==> src/shared/rfs_pkg.sv <==
// Constants and carrier types for the receive statistics event block
`default_nettype none
package rfs_pkg;

    localparam int unsigned RFS_DATA_W   = 64;
    localparam int unsigned RFS_KEEP_W   = 8;
    localparam int unsigned RFS_ADDR_W   = 8;
    localparam int unsigned RFS_MAXLEN_W = 15;

    // Register byte addresses
    localparam logic [7:0] RFS_OFF_CTRL   = 8'h00;
    localparam logic [7:0] RFS_OFF_STATUS = 8'h04;
    localparam logic [7:0] RFS_OFF_FRAMES = 8'h08;

    // Control register fields
    localparam int unsigned RFS_CTRL_SKIP_BIT = 0;
    localparam int unsigned RFS_CTRL_MAX_LSB  = 16;
    localparam logic [31:0] RFS_CTRL_WMASK    = 32'h7fff_0001;
    localparam logic [14:0] RFS_MAX_LEN_RST   = 15'h05ee;

    localparam logic [1:0] RFS_RESP_OKAY   = 2'h0;
    localparam logic [1:0] RFS_RESP_SLVERR = 2'h2;

    // Frame arithmetic, in bytes
    localparam logic [16:0] RFS_FCS_BYTES     = 17'h00004;
    localparam logic [16:0] RFS_MIN_FRAME     = 17'h00040;
    localparam logic [16:0] RFS_HDR_FCS_BYTES = 17'h00012;
    localparam logic [15:0] RFS_MAX_LEN_FIELD = 16'h05dc;

    // Header codes
    localparam logic [15:0] RFS_TYPE_VLAN  = 16'h8100;
    localparam logic [15:0] RFS_TYPE_MACC  = 16'h8808;
    localparam logic [15:0] RFS_OP_PAUSE   = 16'h0001;
    localparam logic [15:0] RFS_OP_PRIO    = 16'h0101;

    typedef struct packed {
        logic [RFS_DATA_W-1:0] tdata;
        logic [RFS_KEEP_W-1:0] tkeep;
        logic                  tlast;
        logic                  tuser;
        logic                  tvalid;
    } rfs_axis_t;

    typedef struct packed {
        logic        bcast;
        logic        mcast;
        logic        ucast;
        logic        vlan;
        logic        pause;
        logic        user_pause;
        logic        is_len;
        logic [15:0] len_field;
    } rfs_hdr_t;

    typedef struct packed {
        logic [1:0] bad_fcs;
        logic       packet_bad_fcs;
        logic [1:0] stomped_fcs;
        logic       unicast;
        logic       multicast;
        logic       broadcast;
        logic       vlan;
        logic       pause;
        logic       user_pause;
        logic       inrangeerr;
        logic       bad_preamble;
        logic       bad_sfd;
        logic       signal_ordered_set_seen;
        logic       truncated;
    } rfs_stats_t;

endpackage
`default_nettype wire

==> src/logic/rfs_rx_stats.sv <==
// Receive statistics event generator with AXI4-Lite control
`default_nettype none
module rfs_rx_stats
    import rfs_pkg::*;
(
    input  wire logic                   sys_clk,
    input  wire logic                   rst_b,
    input  wire rfs_pkg::rfs_axis_t     rx_in,
    input  wire logic                   in_fcs_bad,
    input  wire logic                   in_fcs_stomped,
    input  wire logic                   in_pre_bad,
    input  wire logic                   in_sfd_bad,
    input  wire logic                   in_sig_os,
    output rfs_pkg::rfs_axis_t          rx_out,
    output rfs_pkg::rfs_stats_t         stats,
    input  wire logic [RFS_ADDR_W-1:0]  s_axi_awaddr,
    input  wire logic                   s_axi_awvalid,
    output logic                        s_axi_awready,
    input  wire logic [31:0]            s_axi_wdata,
    input  wire logic [3:0]             s_axi_wstrb,
    input  wire logic                   s_axi_wvalid,
    output logic                        s_axi_wready,
    output logic [1:0]                  s_axi_bresp,
    output logic                        s_axi_bvalid,
    input  wire logic                   s_axi_bready,
    input  wire logic [RFS_ADDR_W-1:0]  s_axi_araddr,
    input  wire logic                   s_axi_arvalid,
    output logic                        s_axi_arready,
    output logic [31:0]                 s_axi_rdata,
    output logic [1:0]                  s_axi_rresp,
    output logic                        s_axi_rvalid,
    input  wire logic                   s_axi_rready
);
    import rfs_pkg::*;

    function automatic logic [3:0] rfs_bytes(input logic [7:0] keep);
        logic [3:0] n;
        n = 4'h0;
        for (int i = 0; i < RFS_KEEP_W; i++)
        begin
            n = n + {3'h0, keep[i]};
        end
        return n;
    endfunction

    // Register state
    logic [31:0]           ctrl_q;
    logic [31:0]           ctrl_d;
    logic [15:0]           frames_q;
    logic                  awready_q;
    logic                  bvalid_q;
    logic [1:0]            bresp_q;
    logic                  arready_q;
    logic                  rvalid_q;
    logic [1:0]            rresp_q;
    logic [31:0]           rdata_q;

    // Frame state
    logic [RFS_DATA_W-1:0] hdr0_q;
    logic [RFS_DATA_W-1:0] hdr1_q;
    logic [1:0]            beat_q;
    logic [15:0]           len_q;
    logic                  in_frame_q;
    logic                  drop_q;
    rfs_axis_t             rx_out_q;
    rfs_axis_t             rx_out_d;
    rfs_stats_t            stats_q;
    rfs_stats_t            stats_d;
    rfs_hdr_t              hdr;

    // Control fields
    wire logic        skip_w = ctrl_q[RFS_CTRL_SKIP_BIT];
    wire logic [14:0] max_len_w =
        ctrl_q[RFS_CTRL_MAX_LSB +: RFS_MAXLEN_W];

    // Frame path decode
    wire logic        take    = rx_in.tvalid & ~drop_q;
    wire logic [3:0]  nbytes  = rfs_bytes(rx_in.tkeep);
    wire logic [16:0] len_sum = {1'b0, len_q} + {13'h0, nbytes};
    wire logic [16:0] flen    = len_sum + RFS_FCS_BYTES;
    wire logic        over    = flen > {2'h0, max_len_w};
    wire logic        cut     = take & over;
    wire logic        ev_end  = take & (rx_in.tlast | over);
    wire logic        fcs_chk = ev_end & rx_in.tlast & ~over;
    wire logic        fcs_bad_e = fcs_chk & in_fcs_bad;
    wire logic        good    = fcs_chk & ~in_fcs_bad;
    wire logic        in_range =
        (flen >= RFS_MIN_FRAME) & ~over;
    wire logic [16:0] payload = flen - RFS_HDR_FCS_BYTES;
    wire logic [16:0] len_fld = {1'h0, hdr.len_field};
    // Short frames carry pad, so a smaller field is fine at minimum size
    wire logic        len_err = hdr.is_len &
        ((len_fld > payload) |
         ((len_fld < payload) & (flen != RFS_MIN_FRAME)));

    // Second header beat may be the one arriving now
    wire logic [RFS_DATA_W-1:0] hdr0_w =
        (beat_q == 2'h0) ? rx_in.tdata : hdr0_q;
    wire logic [RFS_DATA_W-1:0] hdr1_w =
        (beat_q == 2'h1) ? rx_in.tdata :
        (beat_q == 2'h0) ? '0 : hdr1_q;

    rfs_hdr_class u_hdr_class
    (
        .beat0 (hdr0_w),
        .beat1 (hdr1_w),
        .hdr   (hdr)
    );

    always_comb
    begin
        rx_out_d        = rx_in;
        rx_out_d.tvalid = take;
        rx_out_d.tlast  = rx_in.tlast | over;
        rx_out_d.tuser  = (fcs_bad_e & ~skip_w) | over;
    end

    always_comb
    begin
        stats_d                = '0;
        stats_d.bad_fcs        = {1'b0, fcs_bad_e};
        stats_d.packet_bad_fcs = fcs_bad_e & in_range;
        stats_d.stomped_fcs    = {1'b0, fcs_chk & in_fcs_stomped};
        stats_d.unicast        = good & hdr.ucast;
        stats_d.multicast      = good & hdr.mcast;
        stats_d.broadcast      = good & hdr.bcast;
        stats_d.vlan           = good & hdr.vlan;
        stats_d.pause          = good & hdr.pause;
        stats_d.user_pause     = good & hdr.user_pause;
        stats_d.inrangeerr     = good & len_err;
        // No check enable here: reported whatever the checker does
        stats_d.bad_preamble   = in_pre_bad;
        stats_d.bad_sfd        = in_sfd_bad;
        stats_d.signal_ordered_set_seen = in_sig_os;
        stats_d.truncated      = cut;
    end

    always_ff @(posedge sys_clk or negedge rst_b)
    begin
        if (!rst_b)
        begin
            stats_q  <= '0;
            rx_out_q <= '0;
        end
        else
        begin
            stats_q  <= stats_d;
            rx_out_q <= rx_out_d;
        end
    end

    always_ff @(posedge sys_clk or negedge rst_b)
    begin
        if (!rst_b)
        begin
            hdr0_q <= '0;
            hdr1_q <= '0;
        end
        else if (take && beat_q == 2'h0)
            hdr0_q <= rx_in.tdata;
        else if (take && beat_q == 2'h1)
            hdr1_q <= rx_in.tdata;
    end

    // Tail of a cut frame is discarded until its own last beat
    always_ff @(posedge sys_clk or negedge rst_b)
    begin
        if (!rst_b)
        begin
            beat_q     <= 2'h0;
            len_q      <= 16'h0;
            in_frame_q <= 1'b0;
            drop_q     <= 1'b0;
        end
        else if (ev_end)
        begin
            beat_q     <= 2'h0;
            len_q      <= 16'h0;
            in_frame_q <= 1'b0;
            drop_q     <= ~rx_in.tlast;
        end
        else if (take)
        begin
            beat_q     <= (beat_q == 2'h2) ? beat_q : beat_q + 2'h1;
            len_q      <= len_sum[15:0];
            in_frame_q <= 1'b1;
        end
        else if (drop_q && rx_in.tvalid && rx_in.tlast)
            drop_q     <= 1'b0;
    end

    always_ff @(posedge sys_clk or negedge rst_b)
    begin
        if (!rst_b)
            frames_q <= 16'h0;
        else if (ev_end)
            frames_q <= frames_q + 16'h1;
    end

    // AXI4-Lite write: address and data taken together, one at a time
    wire logic wr_take = awready_q;
    wire logic aw_go   = s_axi_awvalid & s_axi_wvalid &
                         ~awready_q & ~bvalid_q;
    wire logic wr_ctrl = s_axi_awaddr == RFS_OFF_CTRL;
    wire logic wr_ok   = wr_ctrl |
                         (s_axi_awaddr == RFS_OFF_STATUS) |
                         (s_axi_awaddr == RFS_OFF_FRAMES);
    wire logic [31:0] strb_mask = {{8{s_axi_wstrb[3]}},
                                   {8{s_axi_wstrb[2]}},
                                   {8{s_axi_wstrb[1]}},
                                   {8{s_axi_wstrb[0]}}} & RFS_CTRL_WMASK;

    assign ctrl_d = (ctrl_q & ~strb_mask) | (s_axi_wdata & strb_mask);

    always_ff @(posedge sys_clk or negedge rst_b)
    begin
        if (!rst_b)
            ctrl_q <= {1'b0, RFS_MAX_LEN_RST, 16'h0};
        else if (wr_take && wr_ctrl)
            ctrl_q <= ctrl_d;
    end

    always_ff @(posedge sys_clk or negedge rst_b)
    begin
        if (!rst_b)
        begin
            awready_q <= 1'b0;
            bvalid_q  <= 1'b0;
            bresp_q   <= RFS_RESP_OKAY;
        end
        else
        begin
            awready_q <= aw_go;
            if (wr_take)
            begin
                bvalid_q <= 1'b1;
                bresp_q  <= wr_ok ? RFS_RESP_OKAY : RFS_RESP_SLVERR;
            end
            else if (s_axi_bready)
                bvalid_q <= 1'b0;
        end
    end

    // AXI4-Lite read
    wire logic rd_take = arready_q;
    wire logic ar_go   = s_axi_arvalid & ~arready_q & ~rvalid_q;
    wire logic rd_ctrl = s_axi_araddr == RFS_OFF_CTRL;
    wire logic rd_stat = s_axi_araddr == RFS_OFF_STATUS;
    wire logic rd_frm  = s_axi_araddr == RFS_OFF_FRAMES;
    wire logic [31:0] rd_mux =
        rd_ctrl ? ctrl_q :
        rd_stat ? {30'h0, drop_q, in_frame_q} :
        rd_frm  ? {16'h0, frames_q} : 32'h0;

    always_ff @(posedge sys_clk or negedge rst_b)
    begin
        if (!rst_b)
        begin
            arready_q <= 1'b0;
            rvalid_q  <= 1'b0;
            rresp_q   <= RFS_RESP_OKAY;
            rdata_q   <= 32'h0;
        end
        else
        begin
            arready_q <= ar_go;
            if (rd_take)
            begin
                rvalid_q <= 1'b1;
                rdata_q  <= rd_mux;
                rresp_q  <= (rd_ctrl | rd_stat | rd_frm) ?
                            RFS_RESP_OKAY : RFS_RESP_SLVERR;
            end
            else if (s_axi_rready)
                rvalid_q <= 1'b0;
        end
    end

    assign rx_out        = rx_out_q;
    assign stats         = stats_q;
    assign s_axi_awready = awready_q;
    assign s_axi_wready  = awready_q;
    assign s_axi_bvalid  = bvalid_q;
    assign s_axi_bresp   = bresp_q;
    assign s_axi_arready = arready_q;
    assign s_axi_rvalid  = rvalid_q;
    assign s_axi_rresp   = rresp_q;
    assign s_axi_rdata   = rdata_q;

    // Checks on the event outputs
    logic skip_past_q;
    always_ff @(posedge sys_clk or negedge rst_b)
    begin
        if (!rst_b)
            skip_past_q <= 1'b0;
        else
            skip_past_q <= skip_w;
    end

    property p_fcs_count;
        @(posedge sys_clk) disable iff (!rst_b)
        stats_q.bad_fcs[0] |->
            $past(in_fcs_bad) && $past(rx_in.tlast) && !stats_q.truncated;
    endproperty
    a_fcs_count: assert property (p_fcs_count)
        else $error("crc error pulse without a detected mismatch");

    property p_fcs_mark;
        @(posedge sys_clk) disable iff (!rst_b)
        stats_q.bad_fcs[0] |->
            rx_out_q.tvalid && rx_out_q.tlast &&
            (rx_out_q.tuser == !skip_past_q);
    endproperty
    a_fcs_mark: assert property (p_fcs_mark)
        else $error("crc errored frame end not marked as set");

    property p_pkt_bad_fcs;
        @(posedge sys_clk) disable iff (!rst_b)
        stats_q.packet_bad_fcs |->
            stats_q.bad_fcs[0] && $past(flen) >= RFS_MIN_FRAME;
    endproperty
    a_pkt_bad_fcs: assert property (p_pkt_bad_fcs)
        else $error("bad fcs frame pulse outside length range");

    property p_stomped;
        @(posedge sys_clk) disable iff (!rst_b)
        $past(fcs_chk) && $past(in_fcs_stomped) |->
            stats_q.stomped_fcs == 2'h1;
    endproperty
    a_stomped: assert property (p_stomped)
        else $error("stomped fcs not reported");

    property p_dest_kind;
        @(posedge sys_clk) disable iff (!rst_b)
        $onehot0({stats_q.unicast, stats_q.multicast, stats_q.broadcast})
        && ((stats_q.unicast | stats_q.multicast | stats_q.broadcast)
            == $past(good));
    endproperty
    a_dest_kind: assert property (p_dest_kind)
        else $error("destination pulses not one per good frame");

    property p_good_only;
        @(posedge sys_clk) disable iff (!rst_b)
        (stats_q.vlan | stats_q.pause | stats_q.user_pause |
         stats_q.inrangeerr) |-> !stats_q.bad_fcs[0] &&
            !stats_q.truncated && rx_out_q.tlast && !rx_out_q.tuser;
    endproperty
    a_good_only: assert property (p_good_only)
        else $error("good frame event on an errored frame");

    property p_pause_excl;
        @(posedge sys_clk) disable iff (!rst_b)
        !(stats_q.pause && stats_q.user_pause);
    endproperty
    a_pause_excl: assert property (p_pause_excl)
        else $error("both pause kinds on one frame");

    property p_start_errs;
        @(posedge sys_clk) disable iff (!rst_b)
        (in_pre_bad ##1 stats_q.bad_preamble) or
        (!in_pre_bad ##1 !stats_q.bad_preamble);
    endproperty
    a_start_errs: assert property (p_start_errs)
        else $error("bad preamble not reported next cycle");

    property p_sfd_os;
        @(posedge sys_clk) disable iff (!rst_b)
        (in_sfd_bad || in_sig_os) |=>
            (stats_q.bad_sfd || stats_q.signal_ordered_set_seen);
    endproperty
    a_sfd_os: assert property (p_sfd_os)
        else $error("delimiter or ordered set event lost");

    property p_trunc;
        @(posedge sys_clk) disable iff (!rst_b)
        cut && !rx_in.tlast |=>
            stats_q.truncated && rx_out_q.tlast && rx_out_q.tuser &&
            drop_q;
    endproperty
    a_trunc: assert property (p_trunc)
        else $error("truncation not pulsed and marked");

endmodule
`default_nettype wire

==> src/logic/rfs_hdr_class.sv <==
// Header classifier: destination kind, VLAN, pause and length field
`default_nettype none
module rfs_hdr_class
    import rfs_pkg::*;
(
    input  wire logic [RFS_DATA_W-1:0] beat0,
    input  wire logic [RFS_DATA_W-1:0] beat1,
    output rfs_pkg::rfs_hdr_t          hdr
);
    import rfs_pkg::*;

    // Byte n of the frame sits in bits [8n+7:8n]
    wire logic [47:0] dest_addr = beat0[47:0];
    wire logic [15:0] ether_type = {beat1[39:32], beat1[47:40]};
    wire logic [15:0] opcode     = {beat1[55:48], beat1[63:56]};
    wire logic        is_bcast   = &dest_addr;
    wire logic        is_group   = dest_addr[0];
    wire logic        is_macc    = ether_type == RFS_TYPE_MACC;

    assign hdr.bcast      = is_bcast;
    assign hdr.mcast      = is_group & ~is_bcast;
    assign hdr.ucast      = ~is_group;
    assign hdr.vlan       = ether_type == RFS_TYPE_VLAN;
    assign hdr.pause      = is_macc & (opcode == RFS_OP_PAUSE);
    assign hdr.user_pause = is_macc & (opcode == RFS_OP_PRIO);
    assign hdr.is_len     = ether_type <= RFS_MAX_LEN_FIELD;
    assign hdr.len_field  = ether_type;

endmodule
`default_nettype wire

==> config.mk <==
export PLATFORM = sky130hd
export DESIGN_NAME = rfs_rx_stats
export DESIGN_NICKNAME = d
export VERILOG_FILES = /design/src/shared/rfs_pkg.sv /design/src/logic/rfs_rx_stats.sv /design/src/logic/rfs_hdr_class.sv
export SDC_FILE = /design/constraint.sdc
export NUM_CORES = 1
export LEC_CHECK = 0
export BUFFER_PORTS_ARGS = -buffer_cell sky130_fd_sc_hd__buf_2
export CAP_MARGIN = 0
export CORE_MARGIN = 3
export CORE_UTILIZATION = 55
export CTS_CLUSTER_SIZE = 20
export DETAILED_ROUTE_END_ITERATION = 12
export PLACE_DENSITY_LB_ADDON = 0.08
export SLEW_MARGIN = 20
export SYNTH_ARGS = -nofsm -noshare
export SYNTH_HDL_FRONTEND = slang
export SYNTH_SLANG_ARGS = --single-unit
==> constraint.sdc <==
create_clock -name sys_clk -period 8.4 [get_ports sys_clk]
set_input_delay 0.84 -clock sys_clk [delete_from_list [all_inputs] [get_ports sys_clk]]
set_output_delay 0.84 -clock sys_clk [all_outputs]
set_load 0.02 [all_outputs]
After elaboration in Yosys (flattened, before gate mapping)
Cells that the tools add are included.

Register bits: 309. Output and inout port bits: 132. Word-level logic and storage cells: 153. Input port bits: 139.

$add $sub $neg: 12. Magnitude comparators: 5. Bitwise operators: 51. Reduce and logical (&&, ||, !) cells: 16. Equality and inequality tests: 13. Mux-type cells: 22.

Operator list (number): 64-bit 2-to-1 mux (2); 16-bit 2-to-1 mux (4); 48-bit 2-to-1 mux (1); 48-bit AND reduction (1); 32-bit by 31-bit AND with 32-bit output (1); 32-bit AND (1); 16-bit == test, second input constant (2); 32-bit 2-to-1 mux (1); 31-bit inverter with 32-bit output (1); 32-bit OR (1); 1-bit AND (28); 16-bit by 4-bit adder with 17-bit output (1); 17-bit by 3-bit adder with 17-bit output, second input constant (1); 17-bit by 7-bit greater-or-equal comparator with 1-bit output, second input constant (1); 16-bit by 17-bit > comparator with 1-bit output (1); 17-bit by 15-bit > comparator with 1-bit output (1); 16-bit by 17-bit less-than comparator with 1-bit output (1); 17-bit by 7-bit inequality test with 1-bit output, second input constant (1); 17-bit by 5-bit subtractor with 17-bit output, second input constant (1); 16-bit by 1-bit adder with 16-bit output, second input constant (1); 4-bit by 1-bit adder with 4-bit output (4); 16-bit by 1-bit == test with 1-bit output, second input constant (1); 16-bit by 9-bit == test with 1-bit output, second input constant (1); 8-bit by 3-bit == test with 1-bit output, second input constant (2); other kinds (19) (59).

Longest topological paths before layout
Gate-level depths: netlist of run 1.

Depth after elaboration: 17. Depth in mapped cells: 29. Gate-level depth less buffers: 26.

Cells and area by module
Synthesis of run 1 repeated with hierarchy kept, for this count alone.

Cells, all modules: 1253. Area total of the unflattened synthesis: 14823.0 µm².

Modules (own cells, without submodules): rfs_rx_stats (area each 14426.3 µm², times used 1, sequential area each 7667.4 µm², cells each 1193); rfs_hdr_class (area each 396.6 µm², times used 1, sequential area each 0.0 µm², cells each 60).

Worst setup path before layout of run 1
Ideal clock, no wire load.

Path type: input -> register. Start point: in rx_in[3] (netlist name). End point: reg frames_q[14]. Slack: 1.217 ns. Path buffers: 1. Required time: 8.276 ns. Library setup time: 0.124 ns. Arrival: 7.059 ns. Stages: 26. Path through: fa_1 inv_1 fa_1 fa_1 fa_1 fa_1 nand2b_1 a21o_1 o21ai_0 o211ai_2 a221oi_1 o2bb2ai_1 nor2_1 ha_1 nand2_1 nor2_1 o2111a_1 a2111oi_0 o41a_1 nand2_1 maj3_2 a211o_1 a21oi_4 buf_6 nor4_1 or2_1.

Longest elaborated chain between the ends: 12.

Ends and longest elaborated chain: start: declaration (line rfs_rx_stats.sv:8) `input wire rfs_pkg::rfs_axis_t rx_in,`; 1-bit by 1-bit adder with 2-bit output (line rfs_rx_stats.sv:41) `n = n + {3'h0, keep[i]};`; 2-bit by 1-bit adder with 3-bit output (line rfs_rx_stats.sv:41); 3-bit by 1-bit adder with 4-bit output (line rfs_rx_stats.sv:41); 4-bit by 1-bit adder with 4-bit output (4 in series) (line rfs_rx_stats.sv:41); 16-bit by 4-bit adder with 17-bit output (line rfs_rx_stats.sv:79) `wire logic [16:0] len_sum = {1'b0, len_q} + {13'h0, nbytes};`; 17-bit by 3-bit adder with 17-bit output (line rfs_rx_stats.sv:80) `wire logic [16:0] flen = len_sum + RFS_FCS_BYTES;`; 17-bit by 15-bit > comparator with 1-bit output (line rfs_rx_stats.sv:81) `wire logic over = flen > {2'h0, max_len_w};`; 1-bit OR (line rfs_rx_stats.sv:83) `wire logic ev_end = take & (rx_in.tlast | over);`; 1-bit AND (line rfs_rx_stats.sv:83); end signal: assignment (line rfs_rx_stats.sv:197) `frames_q <= frames_q + 16'h1;`; end: declaration (line rfs_rx_stats.sv:49) `logic [15:0] frames_q;`.

No other way between the ends. A chain may end at the register's enable or synchronous reset.

==> results of run 1 <==
cells in the mapped netlist, drive strengths merged, types with 9 or more instances:
library cell	instances	area share (%)
nand2	94	2.9
nor2	33	1.1
a21oi	21	1.2
xor2	21	1.5
nor4	22	1.3
o21ai	50	2.1
buf	18	1.0
o31ai	14	1.2
and2	16	0.82
or4	11	0.71
a22o	11	0.79
a22oi	9	0.59
nand3	20	0.96
nor3	22	0.98
a21o	12	0.74
mux2	99	9.2
clkbuf	28	0.86
ha	41	4.2
and3	9	0.46
inv	80	2.5
nand4	30	1.5
dfrtp	250	51
xnor2	27	2.1
sequential cells by signal, summed over array words and instances (netlist names), named ones only:
signal         count
beat_q             2
hdr0_q            48
s_axi_arready      1
s_axi_rvalid       1
s_axi_rresp        1
rx_out            75
stats             14
hdr1_q            32
s_axi_rdata       31
s_axi_bvalid       1
drop_q             1
len_q             16
s_axi_bresp        1
s_axi_awready      1
frames_q          16
in_frame_q         1
cells by family (layout without fill, tap and decap cells):
logic type | Yosys count | in the layout | share of synthesized area (%)
buf+inv | 127 | 393 | 4.38
mux | 103 | 103 | 9.49
compound gates | 168 | 168 | 10.3
simple gates | 305 | 305 | 14.0
other cells | 1 | 5 | 0.0307
fa+ha+maj | 47 | 47 | 5.11
flops | 258 | 258 | 52.9
xor+xnor | 49 | 49 | 3.75
worst reg2reg max path, delay by kind of cell (launching register included):
family | cells | cell delay [ns]
adder cells (fa/ha/maj) | 6 | 2.49
AND/OR/NAND/NOR | 8 | 1.45
buffers and inverters | 1 | 0.06
XOR/XNOR | 2 | 0.59
flip-flops | 1 | 0.34
AO/OA/AOI/OAI | 6 | 1.96
metal layers:
metal / up-vias / global-route usage [%] / share of wire (%)
li1: 4265 / - / -
met5: - / 0 / 0
met4: 0 / 4.75 / 1.4
met1: 4334 / 34.0 / 45
met3: 29 / 3.48 / 6.1
met2: 251 / 37.6 / 47
cell type report:
class                   count  area share (%)
clock buffers              37            5.26
clock inverters            13            1.31
multi-input cells         677            35.7
flip-flops and latches    258            44.0
repair buffers            262            9.33
inverters                  81            2.07
well taps                 275            2.34
report_power, final:
group | internal [mW] | total [mW] | switching (mW)
registers | 1.51 | 1.65 | 0.141
clock network | 0.774 | 1.27 | 0.491
logic | 0.798 | 1.89 | 1.10
total | 3.08 | 4.81 | 1.73
worst paths after layout:
path	slack [ns]	endpoint	from	cells after the start
worst min register to register	0.46	s_axi_arready	s_axi_rvalid	1
max in group asynchronous	6.86	s_axi_rdata[28]	rst_b	2
worst min-delay path	0.31	rx_out[14]	rst_b	1
worst max-delay path	0.80	stats[4]	rx_in[3]	25
min in group sys_clk	0.40	stats[2]	in_sfd_bad	1
worst max register to register	1.39	stats[4]	len_q[0]	23
==> flow_results.xml, run 1 <==
<?xml version="1.0" encoding="UTF-8"?>
<metrics>
  <group name="place">
    <metric name="numPlacedInstances" unit="">1553</metric>
    <metric name="place.gp.congestion" unit="">0.903</metric>
    <metric name="dp_hpwl" unit="um">20500</metric>
    <metric name="postPlaceCellArea" unit="sq mm">0.0137</metric>
    <metric name="post-place-ws" unit="ns">0.302</metric>
    <metric name="port_buffers" unit="">247</metric>
  </group>
  <group name="grt">
    <metric name="global_route.overflow_total" unit="">0</metric>
    <metric name="maximum_number_of_pins_on_one_net_before_global_route_repair" unit="">155</metric>
    <metric name="via_count_of_the_first_global_routing_pass" unit="">8809</metric>
    <metric name="grt_usage" unit="%">23.3</metric>
    <metric name="grt_first_pass_wirelength" unit="um">46000</metric>
    <metric name="antenna_found_initial" unit="">0</metric>
  </group>
  <group name="timing">
    <metric name="fin_tns_setup" unit="ns">0</metric>
    <metric name="setup_viol_count_final" unit="">0</metric>
    <metric name="final.period_utilization" unit="%">90.5</metric>
    <metric name="worstMarginPinSlew" unit="ns">0.798</metric>
    <metric name="timing.clock.skew" unit="ns">0.0112</metric>
    <metric name="timing.final.ws_setup" unit="ns">0.802</metric>
    <metric name="holdWs" unit="ns">0.312</metric>
    <metric name="rsz0062_at_grt" unit="">false</metric>
    <metric name="timing.fmax" unit="GHz">0.132</metric>
    <metric name="report.final.hold_viol_count" unit="">0</metric>
    <metric name="timing_max_transition_violations_final" unit="">0</metric>
    <metric name="relSlewSlack" unit="%">46.8</metric>
    <metric name="post-route-min-period" unit="ns">7.60</metric>
  </group>
  <group name="power">
    <metric name="fin_total_pwr" unit="mW">4.81</metric>
    <metric name="power.density" unit="mW/mm^2">327</metric>
    <metric name="ir_drop_worst_case_vdd" unit="mV">0.240</metric>
    <metric name="p_leak" unit="nW">7.00</metric>
  </group>
  <group name="die">
    <metric name="core_region_area" unit="sq mm">0.0214</metric>
    <metric name="initial_utilization" unit="%">57.0</metric>
    <metric name="design.portCount" unit="">271</metric>
    <metric name="placementRows" unit="">53</metric>
    <metric name="die_height" unit="um">155</metric>
    <metric name="die_width" unit="um">155</metric>
    <metric name="die_outline_area" unit="sq mm">0.0240</metric>
  </group>
  <group name="cells_and_area">
    <metric name="area_growth" unit="%">20.4</metric>
    <metric name="antenna_cells" unit="">0</metric>
    <metric name="multi_input_area" unit="sq mm">0.00525</metric>
    <metric name="mostFrequentLayoutCells" unit="">250 x sky130_fd_sc_hd__dfrtp_1, 246 x sky130_fd_sc_hd__buf_2, 97 x sky130_fd_sc_hd__mux2_2</metric>
    <metric name="mostFrequentLayoutCell" unit="">sky130_fd_sc_hd__dfrtp_1</metric>
    <metric name="layout.nets" unit="">1492</metric>
    <metric name="layout.area.seq" unit="sq mm">0.00647</metric>
    <metric name="stdcell_count" unit="">1603</metric>
    <metric name="layout-drive-gt1-share" unit="%">34.5</metric>
    <metric name="filler_cell_count" unit="">1625</metric>
    <metric name="final_core_util" unit="%">68.6</metric>
    <metric name="finish.instance_area" unit="sq mm">0.0147</metric>
  </group>
  <group name="logic_synthesis">
    <metric name="yosys_warnings" unit="">0</metric>
    <metric name="syn_avg_cell_area" unit="sq um">11.5</metric>
    <metric name="post_synth_num_cell_types" unit="">90</metric>
    <metric name="async_flop_share" unit="%">100</metric>
    <metric name="ys_seq_area_share" unit="%">52.9</metric>
    <metric name="synthesis.area" unit="sq mm">0.0122</metric>
    <metric name="number_of_flip_flops_and_latches_in_the_synthesized_netlist" unit="">258</metric>
    <metric name="ys_flop_type" unit="">sky130_fd_sc_hd__dfrtp_1</metric>
    <metric name="synth-edff-count" unit="">0</metric>
    <metric name="netlist_instances" unit="">1058</metric>
  </group>
  <group name="worst_setup_path">
    <metric name="path_class" unit="">input pin to flop</metric>
    <metric name="worst_path_largest_cell_delay" unit="ns">0.53</metric>
    <metric name="crit_path_end_kind" unit="">flop</metric>
    <metric name="critPathMostFrequentCell" unit="">sky130_fd_sc_hd__fa_1</metric>
    <metric name="worstPathArrival" unit="ns">8.01</metric>
    <metric name="critical-path-slowest-cell" unit="">sky130_fd_sc_hd__fa_1</metric>
    <metric name="cp-start-kind" unit="">input pin</metric>
    <metric name="critPathTopFamily" unit="">adder cells</metric>
    <metric name="crit_required" unit="ns">8.81</metric>
    <metric name="path_buf_inv" unit="">2</metric>
    <metric name="crit_path_max_fanout" unit="">6</metric>
  </group>
  <group name="run">
    <metric name="max-cap-violations" unit="">0</metric>
  </group>
  <group name="routing">
    <metric name="wire_per_inst" unit="um">17.5</metric>
    <metric name="wl" unit="um">28100</metric>
    <metric name="first_iter_violations" unit="">505</metric>
    <metric name="ant_nets" unit="">0</metric>
    <metric name="drt_drc_violations_left" unit="">0</metric>
    <metric name="firstDrtPassIters" unit="">5</metric>
    <metric name="ratio_of_routed_vias_to_standard_cells" unit="">5.54</metric>
    <metric name="dr_total_vias" unit="">8879</metric>
  </group>
  <group name="cts">
    <metric name="htree_levels" unit="">1</metric>
    <metric name="cts.path.max_buffers" unit="">3</metric>
    <metric name="tritoncts" unit="">built</metric>
    <metric name="cts_resized" unit="">0</metric>
    <metric name="tritoncts_num_sinks" unit="">258</metric>
    <metric name="number_of_buffers_added_by_the_clock_tree_synthesis_step" unit="">27</metric>
    <metric name="cts.clk_slew.worst_paths" unit="ns">0.06</metric>
    <metric name="postCtsHoldBufs" unit="">0</metric>
    <metric name="post_cts_buffers" unit="">0</metric>
    <metric name="clk-insertion-delay-late" unit="ns">0.54</metric>
    <metric name="cts_root_buffer" unit="">sky130_fd_sc_hd__clkbuf_16</metric>
  </group>
  <group name="status">
    <metric name="outcome" unit="">completed</metric>
  </group>
  <group name="worst_hold_path">
    <metric name="hold_class" unit="">input pin to async pin</metric>
  </group>
</metrics>
Note: power is estimated with default switching activity, not from simulation.
==> inputs of run 2 (changes only) <==
Settings changed: ABC_AREA from default to 1, CELL_PAD_IN_SITES_DETAIL_PLACEMENT from default to 1, CELL_PAD_IN_SITES_GLOBAL_PLACEMENT from default to 2, CORE_UTILIZATION 55 to 33.
==> flow_results.xml, run 2 <==
<?xml version="1.0" encoding="UTF-8"?>
<metrics>
  <group name="status">
    <metric name="outcome" unit="">completed</metric>
  </group>
  <group name="place">
    <metric name="post-place-ws" unit="ns">1.43</metric>
    <metric name="postPlaceCellArea" unit="sq mm">0.0139</metric>
    <metric name="place.gp.congestion" unit="">0.814</metric>
    <metric name="dp_hpwl" unit="um">26600</metric>
    <metric name="port_buffers" unit="">247</metric>
    <metric name="numPlacedInstances" unit="">2032</metric>
  </group>
  <group name="cells_and_area">
    <metric name="finish.instance_area" unit="sq mm">0.0150</metric>
    <metric name="area_growth" unit="%">23.0</metric>
    <metric name="stdcell_count" unit="">2087</metric>
    <metric name="mostFrequentLayoutCell" unit="">sky130_fd_sc_hd__nand2_1</metric>
    <metric name="layout-drive-gt1-share" unit="%">23.8</metric>
    <metric name="layout.nets" unit="">1788</metric>
    <metric name="max_reg_flops" unit="">75</metric>
    <metric name="mostFrequentLayoutCells" unit="">319 x sky130_fd_sc_hd__nand2_1, 250 x sky130_fd_sc_hd__dfrtp_1, 246 x sky130_fd_sc_hd__buf_2</metric>
    <metric name="final_core_util" unit="%">41.7</metric>
  </group>
  <group name="logic_synthesis">
    <metric name="yosysTopAreaCell" unit="">sky130_fd_sc_hd__dfrtp_1</metric>
    <metric name="syn_avg_cell_area" unit="sq um">9.00</metric>
    <metric name="number_of_flip_flops_and_latches_in_the_synthesized_netlist" unit="">258</metric>
    <metric name="synthesis.area" unit="sq mm">0.0122</metric>
    <metric name="synth_most_common_cell" unit="">sky130_fd_sc_hd__nand2_1</metric>
    <metric name="netlist_instances" unit="">1355</metric>
    <metric name="synth.top_cell.area_share" unit="%">51.3</metric>
    <metric name="yosys_warnings" unit="">0</metric>
    <metric name="async_flop_share" unit="%">100</metric>
    <metric name="synth_common_cells" unit="">320 x sky130_fd_sc_hd__nand2_1, 250 x sky130_fd_sc_hd__dfrtp_1, 164 x sky130_fd_sc_hd__inv_1</metric>
    <metric name="synth.area.top_cells" unit="">sky130_fd_sc_hd__dfrtp_1 51%, sky130_fd_sc_hd__nand2_1 9.9%, sky130_fd_sc_hd__o21ai_0 5.3%, sky130_fd_sc_hd__inv_1 5.0%, sky130_fd_sc_hd__ha_1 4.2%</metric>
    <metric name="ys_seq_area_share" unit="%">53.0</metric>
    <metric name="synth-edff-count" unit="">0</metric>
    <metric name="post_synth_num_cell_types" unit="">51</metric>
    <metric name="ys_flop_type" unit="">sky130_fd_sc_hd__dfrtp_1</metric>
  </group>
  <group name="cts">
    <metric name="tritoncts" unit="">built</metric>
    <metric name="number_of_buffers_added_by_the_clock_tree_synthesis_step" unit="">30</metric>
    <metric name="cts.path.max_buffers" unit="">3</metric>
    <metric name="post_cts_buffers" unit="">0</metric>
    <metric name="htree_levels" unit="">1</metric>
    <metric name="clk-insertion-delay-late" unit="ns">0.58</metric>
    <metric name="postCtsHoldBufs" unit="">0</metric>
    <metric name="tritoncts_num_sinks" unit="">258</metric>
    <metric name="cts_root_buffer" unit="">sky130_fd_sc_hd__clkbuf_16</metric>
    <metric name="cts.clk_slew.worst_paths" unit="ns">0.06</metric>
    <metric name="cts_resized" unit="">0</metric>
  </group>
  <group name="power">
    <metric name="share_seq_of_total_power" unit="%">33.8</metric>
    <metric name="fin_total_pwr" unit="mW">4.82</metric>
    <metric name="power.switching_fraction" unit="%">37.2</metric>
    <metric name="power.combinational.fraction" unit="%">36.6</metric>
    <metric name="ir_drop_worst_case_vdd" unit="mV">0.172</metric>
    <metric name="power.clock.fraction" unit="%">29.6</metric>
    <metric name="power.internal" unit="mW">3.03</metric>
    <metric name="power.density" unit="mW/mm^2">321</metric>
    <metric name="p_leak" unit="nW">7.76</metric>
    <metric name="switching_power" unit="mW">1.79</metric>
  </group>
  <group name="grt">
    <metric name="antenna_found_initial" unit="">1</metric>
    <metric name="maximum_number_of_pins_on_one_net_before_global_route_repair" unit="">150</metric>
    <metric name="via_count_of_the_first_global_routing_pass" unit="">10600</metric>
    <metric name="grt_first_pass_wirelength" unit="um">57500</metric>
    <metric name="global_route.overflow_total" unit="">0</metric>
    <metric name="grt_usage" unit="%">18.2</metric>
  </group>
  <group name="routing">
    <metric name="wire_per_inst" unit="um">17.0</metric>
    <metric name="drt_met1_wl" unit="um">16700</metric>
    <metric name="drt_drc_violations_left" unit="">0</metric>
    <metric name="ant_nets" unit="">0</metric>
    <metric name="dr_total_vias" unit="">9905</metric>
    <metric name="routed-wl-met2" unit="um">16700</metric>
    <metric name="wl" unit="um">35400</metric>
    <metric name="top_signal_layer_used" unit="">met4</metric>
    <metric name="ratio_of_routed_vias_to_standard_cells" unit="">4.75</metric>
    <metric name="firstDrtPassIters" unit="">4</metric>
    <metric name="amount_of_wire_on_met3_after_detailed_routing" unit="um">1330</metric>
    <metric name="first_iter_violations" unit="">351</metric>
  </group>
  <group name="die">
    <metric name="die_height" unit="um">198</metric>
    <metric name="core_region_area" unit="sq mm">0.0360</metric>
    <metric name="placementRows" unit="">69</metric>
    <metric name="die_outline_area" unit="sq mm">0.0393</metric>
    <metric name="initial_utilization" unit="%">33.9</metric>
    <metric name="design.portCount" unit="">271</metric>
    <metric name="die_width" unit="um">198</metric>
  </group>
  <group name="timing">
    <metric name="report.final.hold_viol_count" unit="">0</metric>
    <metric name="timing.clock.skew" unit="ns">0.0167</metric>
    <metric name="timing.fmax" unit="GHz">0.159</metric>
    <metric name="setup_viol_count_final" unit="">0</metric>
    <metric name="relSlewSlack" unit="%">36.9</metric>
    <metric name="timing_max_transition_violations_final" unit="">0</metric>
    <metric name="worstMarginPinSlew" unit="ns">0.939</metric>
    <metric name="rsz0062_at_grt" unit="">false</metric>
    <metric name="final.period_utilization" unit="%">74.9</metric>
    <metric name="holdWs" unit="ns">0.288</metric>
    <metric name="timing.final.ws_setup" unit="ns">2.11</metric>
    <metric name="fin_tns_setup" unit="ns">0</metric>
    <metric name="post-route-min-period" unit="ns">6.29</metric>
  </group>
  <group name="worst_setup_path">
    <metric name="cp-start-kind" unit="">input pin</metric>
    <metric name="worstPathArrival" unit="ns">6.76</metric>
    <metric name="critical-path-slowest-cell" unit="">sky130_fd_sc_hd__fa_1</metric>
    <metric name="crit_required" unit="ns">8.87</metric>
    <metric name="worst_path_largest_cell_delay" unit="ns">0.53</metric>
    <metric name="crit_path_max_fanout" unit="">25</metric>
    <metric name="crit_path_end_kind" unit="">flop</metric>
    <metric name="path_class" unit="">input pin to flop</metric>
  </group>
  <group name="run">
    <metric name="max-cap-violations" unit="">0</metric>
  </group>
  <group name="worst_hold_path">
    <metric name="hold_class" unit="">input pin to async pin</metric>
  </group>
</metrics>
-- run 2: layer usage --
metal	vias up	GRT usage [%]
met5	-	0
met4	0	3.77
met3	34	2.69
met2	178	30.9
met1	4799	24.9
li1	4894	-
-- run 2: area by class of cell --
type | count | area (sq um)
Antenna cell | 1 | 2.50
Timing Repair Buffer | 254 | 1310
Multi-Input combinational cell | 883 | 4890
Inverter | 176 | 666
Tap cell | 461 | 577
Clock buffer | 43 | 860
Sequential cell | 258 | 6470
Fill cell | 4318 | 21000
Clock inverter | 11 | 230
-- run 2: power groups by stage --
stage / Sequential, mW / Combinational [mW] / Clock (mW)
6_report: 1.63 / 1.76 / 1.42
5_1_grt: 1.66 / 2.06 / 1.52
4_1_cts: 1.63 / 1.81 / 1.47
3_5_place_dp: 1.65 / 1.79 / 0
3_3_place_gp: 1.64 / 1.74 / 0
2_1_floorplan: 1.65 / 1.23 / 0
-- run 2: critical path: cells and delay by family --
kind / cells / cell delay [ns]
fa+ha+maj: 7 / 2.86
simple gates: 17 / 2.08
buf+inv: 7 / 0.61
xor+xnor: 1 / 0.34
-- run 2: logic make-up (layout without fill, tap and decap cells) --
kind of cell	count (synthesis)	after routing	share of synthesized area (%)
buffers and inverters	218	484	7.19
and+or+nand+nor	611	611	23.2
DFF	258	258	53.0
other	1	6	0.0308
xor gates and xnor gates	31	31	2.44
AOI/OAI and AO/OA	173	173	7.46
muxes	17	17	1.57
adders and majority gates	46	46	5.03
-- run 2: worst paths after layout --
check                                   from             to  slack (ns)  cells after the start
worst max-delay path                rx_in[3]    frames_q[1]        2.11                     32
worst min-delay path                   rst_b       stats[1]        0.29                      1
worst max register to register      len_q[0]    frames_q[1]        2.66                     30
worst min register to register  s_axi_rvalid  s_axi_arready        0.45                      1
max in group asynchronous              rst_b      len_q[10]        6.77                      2
min in group sys_clk              in_sfd_bad       stats[2]        0.37                      1
